===== config.mk =====
export PLATFORM = sky130hd
export DESIGN_NAME = tbsd_top
export DESIGN_NICKNAME = d
export VERILOG_FILES = /design/src/tbsd_pkg.sv /design/src/tbsd_chan.sv /design/src/tbsd_top.sv
export SDC_FILE = /design/constraint.sdc
export NUM_CORES = 2
export LEC_CHECK = 0
export BUFFER_PORTS_ARGS = -buffer_cell sky130_fd_sc_hd__buf_2
export CORE_AREA = 2 2 419 421
export DETAILED_ROUTE_END_ITERATION = 8
export DIE_AREA = 0 0 421 423
export PLACE_DENSITY = 0.65
export REMOVE_ABC_BUFFERS = 1
export SLEW_MARGIN = 20
export SYNTH_ARGS = -nofsm -noshare
export SYNTH_HDL_FRONTEND = slang
export SYNTH_SLANG_ARGS = --single-unit

===== constraint.sdc =====
create_clock -name pclk -period 17.3 [get_ports pclk]
set_clock_uncertainty 0.1 [all_clocks]
set_input_delay 0.865 -clock pclk [delete_from_list [all_inputs] [get_ports pclk]]
set_output_delay 0.865 -clock pclk [all_outputs]
set_load 0.005 [all_outputs]

===== src/tbsd_pkg.sv =====
// Purpose: Constants for the touch button state detector
// Assumes: 50 MHz pclk, APB register access
// Notes:
package tbsd_pkg;
  localparam int          RAW_W      = 16;      // Raw count width
  localparam int          NBTN       = 10;      // Button inputs
  localparam int          NCH        = 12;      // Buttons, guard, gang
  localparam logic [3:0]  IDX_GUARD  = 4'ha;    // Guard sensor index
  localparam logic [3:0]  IDX_GANG   = 4'hb;    // Ganged scan index
  localparam int          CLK_HZ     = 50000000;
  localparam int          MS_CYC     = CLK_HZ / 1000;  // Cycles per ms
  localparam logic [9:0]  SCAN_SLOW_MS = 10'h12a;  // 298 ms
  localparam logic [9:0]  SCAN_FAST_MS = 10'h0d2;  // 210 ms
  localparam logic [9:0]  ON_TIME_MS   = 10'h3e8;  // 1000 ms
  localparam logic [6:0]  DEB_FIXED  = 7'h03;   // Inputs one to nine
  localparam logic [6:0]  DEB_24     = 7'h18;
  localparam logic [6:0]  DEB_48     = 7'h30;
  localparam logic [6:0]  DEB_99     = 7'h63;
  localparam logic [6:0]  DEB_MAX    = 7'h7f;   // Counter saturation
  // Register byte offsets
  localparam logic [7:0]  OFS_CTRL   = 8'h00;
  localparam logic [7:0]  OFS_NOISE  = 8'h04;
  localparam logic [7:0]  OFS_NEG    = 8'h08;
  localparam logic [7:0]  OFS_FINGER = 8'h0c;
  localparam logic [7:0]  OFS_HYST   = 8'h10;
  localparam logic [7:0]  OFS_LOWBL  = 8'h14;
  localparam logic [7:0]  OFS_STATE  = 8'h18;
  localparam logic [7:0]  OFS_INTST  = 8'h1c;
  localparam logic [7:0]  OFS_INTMSK = 8'h20;
  localparam logic [7:0]  OFS_STRAP  = 8'h24;
  // Control fields and reset values
  localparam int          CTRL_GANG  = 0;
  localparam int          CTRL_GUARD = 1;
  localparam logic [1:0]  CTRL_RST   = 2'h0;
  localparam logic [15:0] NOISE_RST  = 16'h0020;
  localparam logic [15:0] NEG_RST    = 16'h0020;
  localparam logic [15:0] FINGER_RST = 16'h0080;
  localparam logic [15:0] HYST_RST   = 16'h0010;
  localparam logic [7:0]  LOWBL_RST  = 8'h1e;
  localparam int          INT_W      = 11;      // Ten touches plus guard
endpackage : tbsd_pkg


===== src/tbsd_chan.sv =====
// Purpose: One sensor channel: difference, baseline, debounced state
// Assumes: sample_valid pulses once per scan of this sensor
// Notes: First sample after reset seeds the baseline
`timescale 1ns/100ps
`default_nettype none
module tbsd_chan (
  input  wire logic        pclk,
  input  wire logic        presetn,
  input  wire logic        sample_valid,
  input  wire logic [15:0] raw_count,
  input  wire logic [15:0] noise_th,
  input  wire logic [15:0] neg_noise_th,
  input  wire logic [15:0] finger_th,
  input  wire logic [15:0] hyst,
  input  wire logic [6:0]  debounce,
  input  wire logic [7:0]  low_limit,
  input  wire logic        auto_clear,
  output logic             touch,
  output logic [15:0]      diff_count
);
  logic [15:0] bl_ff, nxt_bl;         // Baseline
  logic        init_ff, nxt_init;     // Baseline seeded
  logic [7:0]  low_ff, nxt_low;       // Samples spent far below
  logic [6:0]  deb_ff, nxt_deb;       // Samples above on level
  logic        touch_ff, nxt_touch;   // Debounced state
  logic [15:0] diff_ff, nxt_diff;     // Reported difference
  logic        raw_gt;
  logic [15:0] rdiff, ndiff, diff;
  logic        on_lvl, off_lvl;
  localparam logic [6:0] DEB_MAX_L = tbsd_pkg::DEB_MAX;  // Counter ceiling

  //////////////////////////////////////////////////////////////////////
  // Next values
  always_comb begin
    raw_gt  = raw_count > bl_ff;
    rdiff   = raw_count - bl_ff;
    ndiff   = bl_ff - raw_count;
    diff    = (raw_gt && rdiff >= noise_th) ? rdiff : 16'h0000;
    // Compare in 17 bits so threshold sums cannot wrap
    on_lvl  = {1'b0, diff} > ({1'b0, finger_th} + {1'b0, hyst});
    off_lvl = ({1'b0, diff} + {1'b0, hyst}) < {1'b0, finger_th};
    nxt_bl    = bl_ff;
    nxt_init  = init_ff;
    nxt_low   = low_ff;
    nxt_deb   = deb_ff;
    nxt_touch = touch_ff;
    nxt_diff  = diff_ff;
    if (sample_valid && !init_ff) begin
      // Seed the baseline
      nxt_bl   = raw_count;
      nxt_init = 1'b1;
    end else if (sample_valid) begin
      nxt_diff = diff;
      if (on_lvl) begin
        // Count consecutive samples, saturating
        if (deb_ff != DEB_MAX_L) nxt_deb = deb_ff + 7'h01;
        if (deb_ff + 7'h01 >= debounce) nxt_touch = 1'b1;
      end else begin
        nxt_deb = 7'h00;
        if (off_lvl) nxt_touch = 1'b0;
      end
      if (!raw_gt && ndiff >= neg_noise_th) begin
        // Far below: no tracking, count toward reload
        if (low_ff >= low_limit) begin
          nxt_bl  = raw_count;
          nxt_low = 8'h00;
        end else begin
          nxt_low = low_ff + 8'h01;
        end
      end else begin
        nxt_low = 8'h00;
        // Slow one-count step; baseline steps during touches only when auto_clear is set
        if (auto_clear || diff == 16'h0000) begin
          if (raw_gt) nxt_bl = bl_ff + 16'h0001;
          else if (raw_count < bl_ff) nxt_bl = bl_ff - 16'h0001;
        end
      end
    end
  end

  // Registers
  always_ff @(posedge pclk or negedge presetn) begin
    if (!presetn) begin
      bl_ff    <= 16'h0000;
      init_ff  <= 1'b0;
      low_ff   <= 8'h00;
      deb_ff   <= 7'h00;
      touch_ff <= 1'b0;
      diff_ff  <= 16'h0000;
    end else begin
      bl_ff    <= nxt_bl;
      init_ff  <= nxt_init;
      low_ff   <= nxt_low;
      deb_ff   <= nxt_deb;
      touch_ff <= nxt_touch;
      diff_ff  <= nxt_diff;
    end
  end
  assign touch      = touch_ff;
  assign diff_count = diff_ff;

  //////////////////////////////////////////////////////////////////////
  // Checks
  a_diff_clamp: assert property (@(posedge pclk) disable iff (!presetn)
    sample_valid && init_ff |=> diff_count == 16'h0000 || diff_count >= $past(noise_th))
    else $error("difference below noise not clamped");
  a_touch_level: assert property (@(posedge pclk) disable iff (!presetn)
    $rose(touch_ff) |-> {1'b0, diff_ff} > ({1'b0, $past(finger_th)} + {1'b0, $past(hyst)}))
    else $error("touch set below on level");
  a_debounce_len: assert property (@(posedge pclk) disable iff (!presetn)
    $rose(touch_ff) |-> $past(deb_ff) + 7'h01 >= $past(debounce))
    else $error("touch set before debounce count");
  a_release_level: assert property (@(posedge pclk) disable iff (!presetn)
    $fell(touch_ff) |-> ({1'b0, diff_ff} + {1'b0, $past(hyst)}) < {1'b0, $past(finger_th)})
    else $error("touch cleared above off level");
  a_low_reload: assert property (@(posedge pclk) disable iff (!presetn)
    sample_valid && init_ff && !raw_gt && ndiff >= neg_noise_th && low_ff >= low_limit
    |=> bl_ff == $past(raw_count))
    else $error("baseline not reloaded");
  c_touch_seen: cover property (@(posedge pclk) disable iff (!presetn) $rose(touch_ff));
endmodule : tbsd_chan
`default_nettype wire


===== src/tbsd_top.sv =====
// Purpose: Ten-button touch state detector with APB registers
// Assumes: Front end delivers raw counts tagged by sensor index
// Notes: Index 10 is the guard sensor, index 11 the ganged scan
`timescale 1ns/100ps
`default_nettype none
module tbsd_top #(
  parameter int MS_CYC = tbsd_pkg::MS_CYC  // Cycles per millisecond
) (
  input  wire logic        pclk,
  input  wire logic        presetn,
  input  wire logic        psel,
  input  wire logic        penable,
  input  wire logic        pwrite,
  input  wire logic [7:0]  paddr,
  input  wire logic [31:0] pwdata,
  output logic [31:0]      prdata,
  output logic             pready,
  output logic             pslverr,
  input  wire logic        scan_period_strap,
  input  wire logic [1:0]  auto_clear_immunity_strap,
  input  wire logic        lamp_effect_strap,
  input  wire logic        on_time_strap,
  input  wire logic [1:0]  input_zero_gain_strap,
  input  wire logic        raw_valid,
  input  wire logic [3:0]  raw_index,
  input  wire logic [15:0] raw_count,
  output logic             scan_req,
  output logic             scan_gang,
  output logic             noise_high,
  output logic [9:0]       button_output,
  output logic             backlight_out,
  output logic             analog_mode,
  output logic             irq
);
  localparam int NB = tbsd_pkg::NBTN;
  localparam int NC = tbsd_pkg::NCH;
  localparam int IW = tbsd_pkg::INT_W;

  //////////////////////////////////////////////////////////////////////
  // Strap capture, once per reset
  logic       strap_done_ff;
  logic       fast_ff, auto_ff, high_ff, analog_en_ff, ontime_en_ff;
  logic [1:0] gain_ff;
  logic [6:0] deb0;
  always_ff @(posedge pclk or negedge presetn) begin
    if (!presetn) begin
      strap_done_ff <= 1'b0;
      fast_ff       <= 1'b0;
      auto_ff       <= 1'b0;
      high_ff       <= 1'b0;
      analog_en_ff  <= 1'b0;
      ontime_en_ff  <= 1'b0;
      gain_ff       <= 2'h0;
    end else if (!strap_done_ff) begin
      // Pins sampled at the first edge after release, then frozen
      strap_done_ff <= 1'b1;
      fast_ff       <= scan_period_strap;
      auto_ff       <= auto_clear_immunity_strap != 2'h0;
      high_ff       <= auto_clear_immunity_strap[1];
      analog_en_ff  <= lamp_effect_strap;
      ontime_en_ff  <= on_time_strap;
      gain_ff       <= input_zero_gain_strap;
    end
  end
  // Input zero debounce choice
  always_comb begin
    unique case (gain_ff)
      2'h0: deb0 = tbsd_pkg::DEB_FIXED;
      2'h1: deb0 = tbsd_pkg::DEB_24;
      2'h2: deb0 = tbsd_pkg::DEB_48;
      2'h3: deb0 = tbsd_pkg::DEB_99;
    endcase
  end

  //////////////////////////////////////////////////////////////////////
  // Millisecond enable and scan period timer
  logic [15:0] ms_ff, nxt_ms;
  logic [9:0]  scan_ff, nxt_scan;
  logic        ms_tick, req_ff, nxt_req;
  logic [9:0]  period;
  always_comb begin
    ms_tick  = ms_ff == 16'(MS_CYC - 1);
    nxt_ms   = ms_tick ? 16'h0000 : ms_ff + 16'h0001;
    period   = fast_ff ? tbsd_pkg::SCAN_FAST_MS : tbsd_pkg::SCAN_SLOW_MS;
    nxt_scan = scan_ff;
    nxt_req  = 1'b0;
    if (strap_done_ff && ms_tick) begin
      if (scan_ff >= period - 10'h001) begin
        nxt_scan = 10'h000;
        nxt_req  = 1'b1;
      end else begin
        nxt_scan = scan_ff + 10'h001;
      end
    end
  end
  always_ff @(posedge pclk or negedge presetn) begin
    if (!presetn) begin
      ms_ff   <= 16'h0000;
      scan_ff <= 10'h000;
      req_ff  <= 1'b0;
    end else begin
      ms_ff   <= nxt_ms;
      scan_ff <= nxt_scan;
      req_ff  <= nxt_req;
    end
  end

  //////////////////////////////////////////////////////////////////////
  // Registers held by software
  logic [1:0]    ctrl_ff;
  logic [15:0]   noise_ff, neg_ff, finger_ff, hyst_ff;
  logic [7:0]    lowbl_ff;
  logic [IW-1:0] int_ff, nxt_int, mask_ff, events;
  logic [NC-1:0] touch, ch_valid;
  logic [NB-1:0] prev_ff;
  logic          guard_on, guard_q_ff;

  //////////////////////////////////////////////////////////////////////
  // Sample routing and channels
  // Guard hit blocks button samples; guard itself keeps scanning
  assign guard_on = ctrl_ff[tbsd_pkg::CTRL_GUARD] && touch[tbsd_pkg::IDX_GUARD];
  // Ganged scan only while idle; a gang hit forces per-button scans
  assign scan_gang = ctrl_ff[tbsd_pkg::CTRL_GANG] && !(|touch[NB-1:0])
                     && !touch[tbsd_pkg::IDX_GANG];
  genvar gi;
  generate
    for (gi = 0; gi < NC; gi++) begin : g_ch
      if (gi < NB) begin : g_btn
        assign ch_valid[gi] = raw_valid && raw_index == 4'(gi) && !guard_on;
      end else begin : g_aux
        assign ch_valid[gi] = raw_valid && raw_index == 4'(gi);
      end
      tbsd_chan u_chan (
        .pclk         (pclk),
        .presetn      (presetn),
        .sample_valid (ch_valid[gi]),
        .raw_count    (raw_count),
        .noise_th     (noise_ff),
        .neg_noise_th (neg_ff),
        .finger_th    (finger_ff),
        .hyst         (hyst_ff),
        .debounce     ((gi == 0) ? deb0 : tbsd_pkg::DEB_FIXED),
        .low_limit    (lowbl_ff),
        .auto_clear   (auto_ff),
        .touch        (touch[gi]),
        .diff_count   ()
      );
    end
  endgenerate

  //////////////////////////////////////////////////////////////////////
  // Output hold timers, one per button
  logic [NB-1:0] out_ff;
  generate
    for (gi = 0; gi < NB; gi++) begin : g_out
      logic [9:0] hold_ff, nxt_hold;
      logic       nxt_out, bit_ff;  // One driver per output bit
      assign out_ff[gi] = bit_ff;
      always_comb begin
        nxt_hold = hold_ff;
        if (touch[gi]) nxt_hold = tbsd_pkg::ON_TIME_MS;
        else if (ms_tick && hold_ff != 10'h000) nxt_hold = hold_ff - 10'h001;
        // Analog network needs live states, so no extension there
        if (analog_en_ff || !ontime_en_ff) nxt_out = touch[gi];
        else nxt_out = touch[gi] || hold_ff != 10'h000;
      end
      always_ff @(posedge pclk or negedge presetn) begin
        if (!presetn) begin
          hold_ff    <= 10'h000;
          bit_ff     <= 1'b0;
        end else begin
          hold_ff    <= nxt_hold;
          bit_ff     <= nxt_out;
        end
      end
    end
  endgenerate

  //////////////////////////////////////////////////////////////////////
  // APB slave, zero wait states
  logic        setup, wr, rd_int;
  logic [31:0] rd_data, prdata_ff;
  logic        hit, err_ff;
  always_comb begin
    setup   = psel && !penable;
    wr      = psel && penable && pwrite;
    hit     = 1'b1;
    rd_data = 32'h0000_0000;
    unique case (paddr)
      tbsd_pkg::OFS_CTRL:   rd_data = {30'h0, ctrl_ff};
      tbsd_pkg::OFS_NOISE:  rd_data = {16'h0, noise_ff};
      tbsd_pkg::OFS_NEG:    rd_data = {16'h0, neg_ff};
      tbsd_pkg::OFS_FINGER: rd_data = {16'h0, finger_ff};
      tbsd_pkg::OFS_HYST:   rd_data = {16'h0, hyst_ff};
      tbsd_pkg::OFS_LOWBL:  rd_data = {24'h0, lowbl_ff};
      tbsd_pkg::OFS_STATE:  rd_data = {20'h0, touch};
      tbsd_pkg::OFS_INTST:  rd_data = {21'h0, int_ff};
      tbsd_pkg::OFS_INTMSK: rd_data = {21'h0, mask_ff};
      tbsd_pkg::OFS_STRAP:  rd_data = {26'h0, gain_ff, ontime_en_ff, analog_en_ff, high_ff, fast_ff};
      default:              hit = 1'b0;
    endcase
    // Cleared as it is captured, so no event slips between
    rd_int  = setup && !pwrite && paddr == tbsd_pkg::OFS_INTST;
    events  = {touch[tbsd_pkg::IDX_GUARD] && !guard_q_ff, touch[NB-1:0] & ~prev_ff};
    nxt_int = (rd_int ? {IW{1'b0}} : int_ff) | events; // Set wins
  end
  always_ff @(posedge pclk or negedge presetn) begin
    if (!presetn) begin
      ctrl_ff    <= tbsd_pkg::CTRL_RST;
      noise_ff   <= tbsd_pkg::NOISE_RST;
      neg_ff     <= tbsd_pkg::NEG_RST;
      finger_ff  <= tbsd_pkg::FINGER_RST;
      hyst_ff    <= tbsd_pkg::HYST_RST;
      lowbl_ff   <= tbsd_pkg::LOWBL_RST;
      mask_ff    <= {IW{1'b0}};
      int_ff     <= {IW{1'b0}};
      prev_ff    <= {NB{1'b0}};
      guard_q_ff <= 1'b0;
      prdata_ff  <= 32'h0000_0000;
      err_ff     <= 1'b0;
    end else begin
      int_ff     <= nxt_int;
      prev_ff    <= touch[NB-1:0];
      guard_q_ff <= touch[tbsd_pkg::IDX_GUARD];
      if (setup) begin
        prdata_ff <= pwrite ? 32'h0000_0000 : rd_data;
        err_ff    <= !hit;
      end
      if (wr) begin
        unique case (paddr)
          tbsd_pkg::OFS_CTRL:   ctrl_ff   <= pwdata[1:0];
          tbsd_pkg::OFS_NOISE:  noise_ff  <= pwdata[15:0];
          tbsd_pkg::OFS_NEG:    neg_ff    <= pwdata[15:0];
          tbsd_pkg::OFS_FINGER: finger_ff <= pwdata[15:0];
          tbsd_pkg::OFS_HYST:   hyst_ff   <= pwdata[15:0];
          tbsd_pkg::OFS_LOWBL:  lowbl_ff  <= pwdata[7:0];
          tbsd_pkg::OFS_INTMSK: mask_ff   <= pwdata[IW-1:0];
          default: ;
        endcase
      end
    end
  end

  //////////////////////////////////////////////////////////////////////
  // Outputs
  assign prdata        = prdata_ff;
  assign pready        = 1'b1;
  assign pslverr       = err_ff && psel && penable;
  assign scan_req      = req_ff;
  assign noise_high    = high_ff;
  assign button_output = out_ff;
  assign backlight_out = analog_en_ff;
  assign analog_mode   = analog_en_ff;
  assign irq           = |(int_ff & mask_ff);

  //////////////////////////////////////////////////////////////////////
  // Checks
  a_guard_block: assert property (@(posedge pclk) disable iff (!presetn)
    guard_on |-> ch_valid[NB-1:0] == {NB{1'b0}})
    else $error("button sample passed during guard hit");
  a_direct_follow: assert property (@(posedge pclk) disable iff (!presetn)
    strap_done_ff && !ontime_en_ff |=> button_output == $past(touch[NB-1:0]))
    else $error("outputs not following state");
  a_hold_release: assert property (@(posedge pclk) disable iff (!presetn)
    ontime_en_ff && !analog_en_ff && $fell(touch[0]) |-> ##1 button_output[0])
    else $error("on-time not extended");
  a_strap_frozen: assert property (@(posedge pclk) disable iff (!presetn)
    strap_done_ff |=> $stable(fast_ff) && $stable(auto_ff) && $stable(ontime_en_ff))
    else $error("strap changed after latch");
  a_scan_spacing: assert property (@(posedge pclk) disable iff (!presetn)
    scan_req |=> !scan_req [*8])
    else $error("scan requests too close");
  a_read_clear: assert property (@(posedge pclk) disable iff (!presetn)
    rd_int && events == {IW{1'b0}} |=> int_ff == {IW{1'b0}})
    else $error("status not cleared by read");
  c_gang_wake: cover property (@(posedge pclk) disable iff (!presetn) $fell(scan_gang));
  c_guard_hit: cover property (@(posedge pclk) disable iff (!presetn) $rose(guard_on));
  c_irq_rise: cover property (@(posedge pclk) disable iff (!presetn) $rose(irq));
endmodule : tbsd_top
`default_nettype wire


==> results.cfg <==
[routing]
drt_iter0_drc = 8084
drt-total-wl_um = 322000
drc = 0
wl_per_cell_um = 24.8
firstDrtPassIters = 6
via_per_inst = 6.36
drtAntennaViolNets = 0
vias = 82500

[floorplan]
chipHeight_um = 423
die-area_um2 = 178000
core_um2 = 173000
start_util_pct = 49.8
die_w_um = 421
ios = 123
rows = 153

[timing]
max_slew.worst_pin.slew_ns = 1.33
rsz0062_at_grt = false
hold_violations = 0
slew_viol_final = 0
whs_ns = 0.102
fmax_mhz = 94.9
min_period_ns = 10.53
slew_headroom_pct = 10.3
fin_tns_setup_ns = 0
setup_viol = 0
finalCritPeriodShare_pct = 60.9

[worst_setup_path]
arrival_ns = 11.04
critPathMaxFanout = 23
crit_path_start_kind = input pin
cp.required_ns = 17.80
end_kind = register
slowest_delay_ns = 0.92
path_buf_inv = 5
worst-setup-path-type = in -> reg
slowest_stage = nor4_1
critical_path.most_common_cell = a21oi_1
critPathTopFamily = compound AO/OA/AOI/OAI gates

[final_layout]
layout_common_cells = ha_1, a21oi_1, nor2_1
drive_above_1_share_pct = 6.91
mostFrequentLayoutCell = ha_1
final_util_pct = 53.9
final_area_um2 = 93500
finalNonFillerCells = 13000
area_delta_synth_final_pct = 8.27
layout.nets = 12300

[clocking]
cts_sinks = 665
ctsHoldBuffers = 0
ctsHtreeMaxLevel = 3
root_buffer = clkbuf_16
cts_tree = built
clock_latency_ns = 0.79
cts_resized = 0
cts_buffers = 88
post-cts-setup-buffer-count = 0
cts.path.max_buffers = 3
path_clk_slew_ns = 0.06

[synth]
yosys.area.top_type = ha_1
syn_area_per_cell_um2 = 8.25
synth_area_leaders = ha_1, dfrtp_1, xnor2_1
ys_seq_area_share_pct = 19.3
ys_warn_count = 0
ys_seq_elements = 665
syn-cell-area_um2 = 86300
synth_edf_count = 0
yosys.area.top_type_share_pct = 24.1
synth.distinct_cells = 99
ys_async_sr_fraction_pct = 100
synth_flop_cell = dfrtp_1
synthCells = 10500

[global_route]
grt_max_degree = 125
grtUsageTotal_pct = 34.9
first_global_vias = 77400
grt_pass1_wl_um = 475000
grt-ovfl-total = 0
antenna_found_initial = 20

[placed_design]
dp.cells = 12800
gp_congestion = 1.03
io_buffers = 89
hpwl_um = 243000
placed_area_um2 = 90300

[outcome]
status = finished clean

[power_and_ir_drop]
ir_drop_mv = 0.146
leakage_nw = 44.3
power_density_nw_per_um2 = 219

[flow_run]
max_cap_violations = 0

[hold_path]
hold_class = in -> async
[per-stage QoR]
stage / total power [W] / setup slack [ns]
after floorplan: 0.0140 / 8.51
after global placement: 0.0175 / 6.46
after detailed placement: 0.0181 / 6.36
after CTS: 0.0202 / 6.99
after global routing: 0.0224 / 6.24
final: 0.0205 / 6.77
[area by class of cell]
cell class	count	area, µm²
fill	16100	79800
sequential	665	16700
antenna	11	27.5
clock inverter	43	658
multi-input combinational	8777	66000
inverter	727	2730
clock buffer	116	2460
timing repair buffer	298	2040
tap	2325	2910
[registers in the layout (all words and copies together) (netlist names), 2 cells and up]
| name | flops |
|---|---|
| g_ch.u_chan.low_ff | 96 |
| ctrl_ff | 2 |
| g_ch.u_chan.deb_ff | 84 |
| gain_ff | 2 |
| g_out.hold_ff | 100 |
| noise_ff | 16 |
| scan_ff | 10 |
| g_ch.u_chan.touch | 12 |
| neg_ff | 16 |
| hyst_ff | 16 |
| finger_ff | 16 |
| ms_ff | 16 |
| lowbl_ff | 8 |
| g_ch.u_chan.init_ff | 12 |
| int_ff | 11 |
| prdata | 16 |
| g_out.bit_ff | 10 |
| g_ch.u_chan.bl_ff | 192 |
| prev_ff | 10 |
| mask_ff | 11 |
[layer usage]
layer  wire length (µm)  up-vias  share of wire [%]  GRT usage (%)
met5                  0        -                  0              0
met4              21200        0                6.6           19.8
met2             134000     3659                 42           52.3
met3              31800      748                9.9           6.43
li1                   -    38400                  -              -
met1             135000    39700                 42           47.0
[Yosys cell counts (all sizes together) (141+ instances only)]
cell	count
nand4	154
o21ai	662
nor3	259
o21a	150
mux2i	157
nor2b	210
nand2	662
xnor2	487
clkbuf	259
dfrtp	657
ha	1662
inv	718
mux2	141
xor2	211
a21oi	818
nor2	780
a21o	419
nand3	264
[kinds of logic (layout without fill, tap and decap cells)]
logic type,Yosys count,after routing,synth area share [%]
AO/OA/AOI/OAI,3040,3040,22.8
AND/OR/NAND/NOR,3010,3010,17.2
multiplexers,298,298,3.69
other,2,29,0.00870
buffers and inverters,1039,1184,4.68
adder cells (fa/ha/maj),1713,1713,25.2
XOR/XNOR,698,698,7.08
flip-flops,665,665,19.3
[where the power goes]
part	switching, W	internal, W
sequential	0.000412	0.00185
clock	0.000844	0.00116
combinational	0.00945	0.00675
total	0.0107	0.00976
[worst paths after layout]
| path | end | slack [ns] | startpoint | cells past startpoint |
|---|---|---|---|---|
| worst max-delay path | g_ch[9].u_chan.touch | 6.77 | raw_count[1] | 38 |
| min in group pclk | ontime_en_ff | 0.22 | on_time_strap | 2 |
| max in group asynchronous | auto_ff | 14.05 | presetn | 4 |
| worst max register to register | g_ch[9].u_chan.touch | 7.44 | g_ch[9].u_chan.bl_ff[2] | 34 |
| worst min register to register | int_ff[5] | 0.31 | prev_ff[5] | 1 |
| worst min-delay path | g_ch[4].u_chan.deb_ff[3] | 0.10 | presetn | 1 |
No activity file was read; power rests on OpenSTA's default activity.
